File: config.mk
export PLATFORM = sky130hd
export DESIGN_NAME = tofs_fault_flags
export DESIGN_NICKNAME = d
export VERILOG_FILES = /design/src/hdl/tofs_sync_edge.v /design/src/hdl/tofs_fault_flags.v
export VERILOG_INCLUDE_DIRS = /design/src /design/src/shared
export SDC_FILE = /design/constraint.sdc
export NUM_CORES = 1
export LEC_CHECK = 0
export ABC_CLOCK_PERIOD_IN_PS = 1700
export BUFFER_PORTS_ARGS = -buffer_cell sky130_fd_sc_hd__clkbuf_2
export CAP_MARGIN = 40
export CORE_MARGIN = 10
export CORE_UTILIZATION = 41
export CTS_CLUSTER_DIAMETER = 50
export CTS_CLUSTER_SIZE = 14
export DETAILED_ROUTE_END_ITERATION = 16
export GPL_TIMING_DRIVEN = 0
export PLACE_DENSITY = 0.72
export SYNTH_ARGS = -nofsm -noshare
export SYNTH_HDL_FRONTEND = slang
export SYNTH_SLANG_ARGS = --single-unit
File: constraint.sdc
create_clock -name core_clk -period 1.7 [get_ports core_clk]
set_input_delay 0.255 -clock core_clk [delete_from_list [all_inputs] [get_ports core_clk]]
set_output_delay 0.255 -clock core_clk [all_outputs]
set_load 0.005 [all_outputs]
File: src/shared/tofs_defs.vh
// Register map and field layout of the thermal and overcurrent fault flag bank.
// Assumes an 8-bit register address and 8-bit data from the management interface.
`ifndef TOFS_DEFS_VH
`define TOFS_DEFS_VH

`define TOFS_ADDR_TEMP_HOT 8'hB5
`define TOFS_ADDR_OVERCURRENT 8'hB6
`define TOFS_TEMP_HOT_MASK 8'h1F
`define TOFS_OVERCURRENT_MASK 8'h07
`define TOFS_RESET_VALUE 8'h00
`define TOFS_TEMP_HOT_WIDTH 5
`define TOFS_OVERCURRENT_WIDTH 3
`define TOFS_BIT_DIE 4
`define TOFS_BIT_TERMINATION 3
`define TOFS_BIT_TOP_RIGHT 2
`define TOFS_BIT_TOP_LEFT 1
`define TOFS_BIT_BOTTOM_RIGHT 0
`define TOFS_BIT_SIXTH_CTRL 2
`define TOFS_BIT_SECOND_CTRL 1
`define TOFS_BIT_FIRST_CTRL 0

`endif

File: src/hdl/tofs_sync_edge.v
// Three-stage synchroniser with rising-edge detect for asynchronous event lines.
// Assumes inputs from analog comparators outside the core_clk domain.
`timescale 1ns/1ps

module tofs_sync_edge #(
  parameter WIDTH = 5
) (
  input wire core_clk, // System clock
  input wire rst, // Async reset, active high
  input wire [WIDTH-1:0] async_in, // Raw comparator levels
  output reg [WIDTH-1:0] rise_pulse // One-cycle pulse on agreed rise
);

  reg [WIDTH-1:0] stage1_reg;
  reg [WIDTH-1:0] stage2_reg;
  reg [WIDTH-1:0] stage3_reg;
  reg [WIDTH-1:0] level_reg;

  ////////////////////////////////////////////////////////////////////////////
  // Level changes only when stages two and three agree
  always @(posedge core_clk or posedge rst) begin
    if (rst) begin
      stage1_reg <= {WIDTH{1'b0}};
      stage2_reg <= {WIDTH{1'b0}};
      stage3_reg <= {WIDTH{1'b0}};
      level_reg <= {WIDTH{1'b0}};
      rise_pulse <= {WIDTH{1'b0}};
    end else begin
      stage1_reg <= async_in;
      stage2_reg <= stage1_reg;
      stage3_reg <= stage2_reg;
      level_reg <= (stage2_reg & stage3_reg) | (level_reg & (stage2_reg | stage3_reg));
      rise_pulse <= (stage2_reg & stage3_reg) & ~level_reg;
    end
  end

endmodule // tofs_sync_edge

File: src/hdl/tofs_fault_flags.v
// Sticky thermal-hot and overcurrent fault flags with write-one-to-clear access.
// Assumes a management-interface engine that presents decoded byte register accesses.
// Raw event lines may change at any time; they are resynchronised in here.
// Flags live only in flip-flops; no memory macro is needed.
//
// Summary of operation
// [RULE1] Die-area hot sets temperature bit 4
// [RULE2] Termination regulator hot sets bit 3
// [RULE3] Top-right corner hot sets bit 2
// [RULE4] Top-left corner hot sets bit 1
// [RULE5] Bottom-right corner hot sets bit 0
// [RULE6] Flags sticky; write one clears, zero keeps
// [RULE7] Overcurrent register at B6h, resets zero
// [RULE8] Only low-side switch overcurrent sets flags
// [RULE9] Sixth controller overcurrent sets bit 2
// [RULE10] Second controller overcurrent sets bit 1
// [RULE11] First controller overcurrent sets bit 0
// [RULE12] Five sensors each feed one hot flag
// [RULE13] Temperature register at B5h, top three zero
// [RULE14] Reserved bits read zero, writes ignored
// [RULE15] Simultaneous event and clear keeps flag set
`timescale 1ns/1ps
`include "tofs_defs.vh"

module tofs_fault_flags #(
  parameter SENSORS = `TOFS_TEMP_HOT_WIDTH,
  parameter CONTROLLERS = `TOFS_OVERCURRENT_WIDTH
) (
  input wire core_clk, // 200 MHz system clock
  input wire rst, // Async reset, active high
  input wire die_hot_raw, // Die-area sensor above hot threshold
  input wire termination_hot_raw, // Termination regulator sensor hot
  input wire top_right_hot_raw, // Top-right corner sensor hot
  input wire top_left_hot_raw, // Top-left corner sensor hot
  input wire bottom_right_hot_raw, // Bottom-right corner sensor hot
  input wire sixth_controller_oc_raw, // Sixth controller low-side switch overcurrent
  input wire second_controller_oc_raw, // Second controller low-side switch overcurrent
  input wire first_controller_oc_raw, // First controller low-side switch overcurrent
  input wire reg_wr, // Register write strobe, one cycle
  input wire reg_rd, // Register read strobe, one cycle
  input wire [7:0] reg_addr, // Register offset
  input wire [7:0] reg_wdata, // Write data
  output reg [7:0] reg_rdata, // Read data, valid cycle after reg_rd
  output reg reg_rvalid, // Read data valid pulse
  output reg [7:0] temperature_hot_status, // Live temperature flags
  output reg [7:0] overcurrent_fault_status // Live overcurrent flags
);

  wire [SENSORS-1:0] hot_raw;
  wire [CONTROLLERS-1:0] oc_raw;
  wire [SENSORS-1:0] hot_rise;
  wire [CONTROLLERS-1:0] oc_rise;
  reg [SENSORS-1:0] hot_reg;
  reg [SENSORS-1:0] hot_next;
  reg [CONTROLLERS-1:0] oc_reg;
  reg [CONTROLLERS-1:0] oc_next;
  wire hot_sel;
  wire oc_sel;
  wire hot_wr;
  wire oc_wr;
  wire [7:0] hot_clr_byte;
  wire [7:0] oc_clr_byte;
  reg [7:0] hot_calc;
  reg [7:0] oc_calc;
  reg [7:0] rdata_next;
  wire die_hot_flag;
  wire termination_regulator_hot_flag;
  wire top_right_hot_flag;
  wire top_left_hot_flag;
  wire bottom_right_hot_flag;
  wire sixth_controller_overcurrent_flag;
  wire second_controller_overcurrent_flag;
  wire first_controller_overcurrent_flag;

  // Sticky update; the set term is applied after the clear so it wins
  function [7:0] sticky_next;
    input [7:0] cur;
    input [7:0] set;
    input [7:0] clr;
    begin
      sticky_next = (cur & ~clr) | set; // [RULE6] [RULE15]
    end
  endfunction

  // Offset compare, shared by both register selects
  function addr_hits;
    input [7:0] addr;
    input [7:0] offset;
    begin
      addr_hits = (addr == offset);
    end
  endfunction

  ////////////////////////////////////////////////////////////////////////////
  // Event mapping
  assign hot_raw[`TOFS_BIT_DIE] = die_hot_raw; // [RULE1]
  assign hot_raw[`TOFS_BIT_TERMINATION] = termination_hot_raw; // [RULE2]
  assign hot_raw[`TOFS_BIT_TOP_RIGHT] = top_right_hot_raw; // [RULE3]
  assign hot_raw[`TOFS_BIT_TOP_LEFT] = top_left_hot_raw; // [RULE4]
  assign hot_raw[`TOFS_BIT_BOTTOM_RIGHT] = bottom_right_hot_raw; // [RULE5]
  // Only low-side switch detectors are wired in here
  assign oc_raw[`TOFS_BIT_SIXTH_CTRL] = sixth_controller_oc_raw; // [RULE8] [RULE9]
  assign oc_raw[`TOFS_BIT_SECOND_CTRL] = second_controller_oc_raw; // [RULE10]
  assign oc_raw[`TOFS_BIT_FIRST_CTRL] = first_controller_oc_raw; // [RULE11]

  // Separate synchronisers for sensors and controllers; a held level sets the flag once per rise
  tofs_sync_edge #(.WIDTH(SENSORS)) u_hot_sync (
    .core_clk(core_clk),
    .rst(rst),
    .async_in(hot_raw),
    .rise_pulse(hot_rise) // [RULE12]
  );

  tofs_sync_edge #(.WIDTH(CONTROLLERS)) u_oc_sync (
    .core_clk(core_clk),
    .rst(rst),
    .async_in(oc_raw),
    .rise_pulse(oc_rise)
  );

  ////////////////////////////////////////////////////////////////////////////
  // Address decode and flag update
  assign hot_sel = addr_hits(reg_addr, `TOFS_ADDR_TEMP_HOT); // [RULE13]
  assign oc_sel = addr_hits(reg_addr, `TOFS_ADDR_OVERCURRENT); // [RULE7]
  assign hot_wr = reg_wr & hot_sel;
  assign oc_wr = reg_wr & oc_sel;

  // Reserved positions masked off before they can reach a flag
  assign hot_clr_byte = hot_wr ? (reg_wdata & `TOFS_TEMP_HOT_MASK) : 8'h00; // [RULE14]
  assign oc_clr_byte = oc_wr ? (reg_wdata & `TOFS_OVERCURRENT_MASK) : 8'h00; // [RULE14]

  ////////////////////////////////////////////////////////////////////////////
  // Named views of the latched flags
  assign die_hot_flag = hot_reg[`TOFS_BIT_DIE];
  assign termination_regulator_hot_flag = hot_reg[`TOFS_BIT_TERMINATION];
  assign top_right_hot_flag = hot_reg[`TOFS_BIT_TOP_RIGHT];
  assign top_left_hot_flag = hot_reg[`TOFS_BIT_TOP_LEFT];
  assign bottom_right_hot_flag = hot_reg[`TOFS_BIT_BOTTOM_RIGHT];
  assign sixth_controller_overcurrent_flag = oc_reg[`TOFS_BIT_SIXTH_CTRL];
  assign second_controller_overcurrent_flag = oc_reg[`TOFS_BIT_SECOND_CTRL];
  assign first_controller_overcurrent_flag = oc_reg[`TOFS_BIT_FIRST_CTRL];

  ////////////////////////////////////////////////////////////////////////////
  // Next flag values; a zero clear mask leaves plain accumulation
  always @* begin
    hot_calc = sticky_next({3'h0, hot_reg}, {3'h0, hot_rise}, hot_clr_byte); // [RULE6] [RULE15]
    hot_next = hot_calc[SENSORS-1:0];
  end

  always @* begin
    oc_calc = sticky_next({5'h00, oc_reg}, {5'h00, oc_rise}, oc_clr_byte); // [RULE6] [RULE15]
    oc_next = oc_calc[CONTROLLERS-1:0];
  end

  ////////////////////////////////////////////////////////////////////////////
  // Read mux; a read in the cycle of a clear returns the old value
  always @* begin
    rdata_next = 8'h00;
    case ({hot_sel, oc_sel})
      2'b10: begin
        rdata_next = {3'h0, die_hot_flag, termination_regulator_hot_flag, top_right_hot_flag,
                      top_left_hot_flag, bottom_right_hot_flag}; // [RULE13]
      end
      2'b01: begin
        rdata_next = {5'h00, sixth_controller_overcurrent_flag,
                      second_controller_overcurrent_flag,
                      first_controller_overcurrent_flag}; // [RULE7]
      end
      default: begin
        // Other offsets belong to neighbouring banks; read zero here
        rdata_next = 8'h00;
      end
    endcase
  end

  ////////////////////////////////////////////////////////////////////////////
  // Flag storage
  always @(posedge core_clk or posedge rst) begin
    if (rst) begin
      hot_reg <= {SENSORS{1'b0}};
      oc_reg <= {CONTROLLERS{1'b0}}; // [RULE7]
    end else begin
      hot_reg <= hot_next;
      oc_reg <= oc_next;
    end
  end

  ////////////////////////////////////////////////////////////////////////////
  // Status mirrors, registered so the pins never glitch
  always @(posedge core_clk or posedge rst) begin
    if (rst) begin
      temperature_hot_status <= `TOFS_RESET_VALUE;
      overcurrent_fault_status <= `TOFS_RESET_VALUE;
    end else begin
      temperature_hot_status <= {3'h0, hot_next}; // [RULE13]
      overcurrent_fault_status <= {5'h00, oc_next}; // [RULE14]
    end
  end

  ////////////////////////////////////////////////////////////////////////////
  // Read port; data holds until the next read
  always @(posedge core_clk or posedge rst) begin
    if (rst) begin
      reg_rdata <= `TOFS_RESET_VALUE;
      reg_rvalid <= 1'b0;
    end else begin
      reg_rvalid <= reg_rd;
      if (reg_rd) begin
        reg_rdata <= rdata_next;
      end
    end
  end

endmodule // tofs_fault_flags

## Word-level counts from Yosys, hierarchy flattened

Index checks and enable logic that the tools add are counted.
Widths: inputs -> output; s select.

| storage, ports and cells | value |
|---|---|
| register bits | 57 |
| input bits | 28 |
| logic and storage cells | 41 |

| cells by class | value |
|---|---|
| equal/unequal tests | 4 |
| muxes and demuxes | 3 |
| bitwise operators | 20 |

Operator list:

| cell | number |
|---|---|
| $and 5x5->5 | 4 |
| $eq 8x8->1 const B | 2 |
| $or 5x5->5 | 3 |
| $and 3x3->3 | 4 |
| $not 5->5 | 2 |
| $pmux 5 s2 | 1 |
| $or 3x3->3 | 3 |
| $not 3->3 | 2 |
| $mux 5 | 1 |
| $mux 3 | 1 |
| $and 1x1->1 | 2 |
| $eq 2x1->1 const B | 1 |
| $eq 2x2->1 const B | 1 |

## Depth between registers and ports, before layout

| depth | value |
|---|---|
| depth after elaboration | 6 |
| depth in mapped cells | 6 |
| gate-level depth less buffers | 5 |

## Modules after synthesis

A second synthesis with hierarchy kept.

| second synthesis, totals | value |
|---|---|
| cell total of the unflattened synthesis | 135 |
| area total of the unflattened synthesis | 1946.9 um^2 |

Modules (own cells, without submodules):

| module | times used | cells an instance | area each (um^2) | sequential area each (um^2) |
|---|---|---|---|---|
| tofs_fault_flags | 1 | 77 | 768.2 | 350.3 |
| tofs_sync_edge (u_hot_sync) | 1 | 36 | 735.7 | 625.6 |
| tofs_sync_edge (u_oc_sync) | 1 | 22 | 442.9 | 375.4 |

## Least setup slack after synthesis

No wires, ideal clock.

| timing | value |
|---|---|
| kind | input to register |
| from | input port reg_addr[3] |
| to | register reg_rdata[1] |
| arrival | 1233 ps |
| data required time | 1618 ps |
| slack | 385 ps |
| cell stages on the path | 6 |
| path through | and4b_1 -> buf_6 -> nand2_1 -> ha_1 -> nand2b_1 -> o22ai_1 |

| between the ends | value |
|---|---|
| word-level cells in the longest chain between the ends | 3 |
| elaborated cells on any way between the ends | 5 |
| those cells by class | 4 x eq/ne; 1 x mux |

RTL lines:

| element | line | source |
|---|---|---|
| start: declaration | tofs_fault_flags.v:41 | `input wire [7:0] reg_addr,` |
| $eq 8x8->1 | tofs_fault_flags.v:90 | `addr_hits = (addr == offset);` |
| $eq 2x1->1 or $eq 2x2->1 (tied branches) | tofs_fault_flags.v:159 | `case ({hot_sel, oc_sel})` |
| $pmux 5 s2 * | tofs_fault_flags.v:159 |  |
| end signal: assignment | tofs_fault_flags.v:204 | `` reg_rdata <= `TOFS_RESET_VALUE; `` |
| end signal: assignment | tofs_fault_flags.v:209 | `reg_rdata <= rdata_next;` |
| end: declaration | tofs_fault_flags.v:43 | `output reg [7:0] reg_rdata,` |

Mark *: on every way between the ends. The rest lies on a longest branch, timed or not.
A chain may end at the register's enable or synchronous reset.

## Final worst setup path

| timing | value |
|---|---|
| from | input port reg_addr[3] |
| to | register reg_rdata[4] |

Same word-level chain as after synthesis.

==> flow_summary.json <==
{
  "drt-total-wl_um": 3200,
  "grtUsageTotal": 0.0880,
  "rsz0062_at_grt": "no",
  "vias": 1184,
  "io_pins": 53,
  "grt_start_max_net_pins": 34,
  "status": "completed",
  "ir_drop_mv": 0.517,
  "fmax_ghz": 0.827,
  "dpl-instance-area_um2": 2230,
  "numCtsBuffers": 5,
  "cts_tree": "done",
  "antenna_found_initial": 0,
  "setup_ws_ns": 0.491,
  "cts-root-buf": "clkbuf_8",
  "holdWs_ns": 0.0602,
  "via_per_inst": 4.66,
  "diodes": 0,
  "ant_nets": 0,
  "p_per_area_nw_per_um2": 952,
  "cts_resized": 0,
  "yosys.cell_types.count": 19,
  "end_kind": "flop",
  "crit_path_max_fanout": 10,
  "finalCritPeriodShare": 0.711,
  "gr-total-overflow": 0,
  "yosysSeqAreaShare": 0.704,
  "drive_gt1_frac": 0.307,
  "clk_latency_ns": 0.30,
  "die_y_um": 88.4,
  "crit_type": "in -> reg",
  "place_ws_ns": 0.158,
  "grt_pass1_vias": 1193,
  "syn2layout_area_growth_pct": 21.6,
  "crit_path_start_kind": "primary input",
  "grt_pass1_wl_um": 5460,
  "wl_per_cell_um": 12.6,
  "clkTransAtPathRegs_ns": 0.09,
  "syn_avg_cell_area_um2": 13.3,
  "yosysWarningCount": 0,
  "drc": 0,
  "dr.pass1.iters": 4,
  "fp.coreArea_um2": 4440,
  "io_buffers": 38,
  "maxSlewViolCount": 0,
  "hpwl_um": 2500,
  "maxCapViolations": 0,
  "row_count": 24,
  "initial_core_util": 0.432,
  "dp.cells": 245,
  "cp_data_required_time_ns": 1.92,
  "die_w_um": 88.4,
  "postSynthCellCount": 144,
  "postCtsSetupBuffers": 0,
  "synth_seq_cells": 54,
  "final.min_clock_period_ns": 1.21,
  "drtIter0Drc": 61,
  "nets": 231,
  "hold_class": "in -> reg",
  "syn_area_um2": 1920,
  "fin_area_um2": 2330,
  "cts_buffer_depth": 2,
  "place.gp.congestion": 0.843,
  "setup_viol": 0,
  "htree_levels": 2,
  "fin_skew_ns": 0.00630,
  "die-area_um2": 7820,
  "p_leak_nw": 1.14,
  "fin_cells": 254,
  "cts.sinks": 54,
  "reg2reg_slack_ns": 0.83,
  "hold_viol_final": 0,
  "critPathArrivalTime_ns": 1.43
}
[per-layer routing]
| metal | GRT usage | share of wire |
|---|---|---|
| met3 | 0.0496 | 0.17 |
| met5 | 0 | 0 |
| met2 | 0.121 | 0.35 |
| met1 | 0.110 | 0.47 |
| met4 | 0.0396 | 0.014 |
[power breakdown]
group	internal (W)	switching (W)	total, W
Clock	0.000329	0.000375	0.000704
Combinational	0.0000740	0.0000672	0.000141
Sequential	0.00134	0.0000313	0.00138
Total	0.00175	0.000474	0.00222
[worst max-delay path, cell delays in order]
cell and delay (ns):
clkbuf_2 0.07, and4b_1 0.29, buf_6 0.15, nand2_1 0.06, ha_1 0.28, nand2b_1 0.17, o22ai_1 0.15
[cells by family after synthesis]
kind of cell,after synthesis,share of synthesized area
AO/OA/AOI/OAI,17,0.0567
adder cells (fa/ha/maj),9,0.0495
buffers and inverters,19,0.0632
flip-flops,54,0.704
other,1,0.00195
AND/OR/NAND/NOR,44,0.125
[through the flow]
stage | power, W | utilization | setup TNS (ns)
2_1_floorplan | 0.00148 | - | 0
3_3_place_gp | 0.00153 | 0.498 | -24.14
3_5_place_dp | 0.00154 | 0.502 | 0
4_1_cts | 0.00226 | 0.525 | 0
5_1_grt | 0.00234 | 0.525 | 0
6_report | 0.00222 | 0.525 | 0
[path summary, 6_finish.rpt]
path	end	depth (start not counted)	startpoint
hold / removal	u_hot_sync.stage1_reg[1]	1	top_left_hot_raw
setup reg to reg	u_hot_sync.level_reg[3]	1	u_hot_sync.level_reg[3]
min in group asynchronous	u_hot_sync.level_reg[0]	3	rst
hold reg to reg	u_hot_sync.stage2_reg[2]	0	u_hot_sync.stage1_reg[2]
max in group asynchronous	reg_rdata[0]	4	rst
setup / recovery	reg_rdata[4]	7	reg_addr[3]
[cells in the mapped netlist (all sizes together)]
| master | number | share of area |
|---|---|---|
| dfrtp | 54 | 0.70 |
| inv | 6 | 0.012 |
| and2 | 2 | 0.0065 |
| nor2 | 16 | 0.031 |
| o22ai | 5 | 0.016 |
| buf | 12 | 0.049 |
| nand2b | 2 | 0.0065 |
| and4bb | 2 | 0.013 |
| conb | 1 | 0.0020 |
| ha | 2 | 0.013 |
| nand2 | 13 | 0.025 |
| a31oi | 8 | 0.026 |
| and4b | 1 | 0.0052 |
| o21ai | 1 | 0.0026 |
| maj3 | 7 | 0.037 |
| and3b | 8 | 0.037 |
| clkbuf | 1 | 0.0026 |
| a22oi | 3 | 0.012 |
[timing repair]
item                                   CTS  global route
setup endpoints to repair                0             0
endpoints found under the hold margin   21             0
hold buffers                             1             0
[layout make-up]
type	count	area, um^2
flip-flops and latches	54	1350
clock buffers	7	86.3
plain buffers	13	98.8
inverters	6	22.5
clock inverters	1	5.00
repair buffers	40	220
fillers	389	2110
multi-input cells	81	484
well taps	52	65.1
[layout by cell type (no fill, tap or decap), types with 2 or more instances in the layout]
cell type / count
a22oi_1: 3
a31oi_1: 8
and2_1: 2
and3b_1: 8
and4bb_2: 2
buf_4: 11
clkbuf_2: 39
clkbuf_8: 6
conb_1: 11
dfrtp_1: 54
ha_1: 2
inv_1: 5
maj3_1: 7
nand2_1: 13
nand2b_1: 2
nor2_1: 16
o22ai_1: 5
Note: power is estimated with default switching activity, not from simulation.
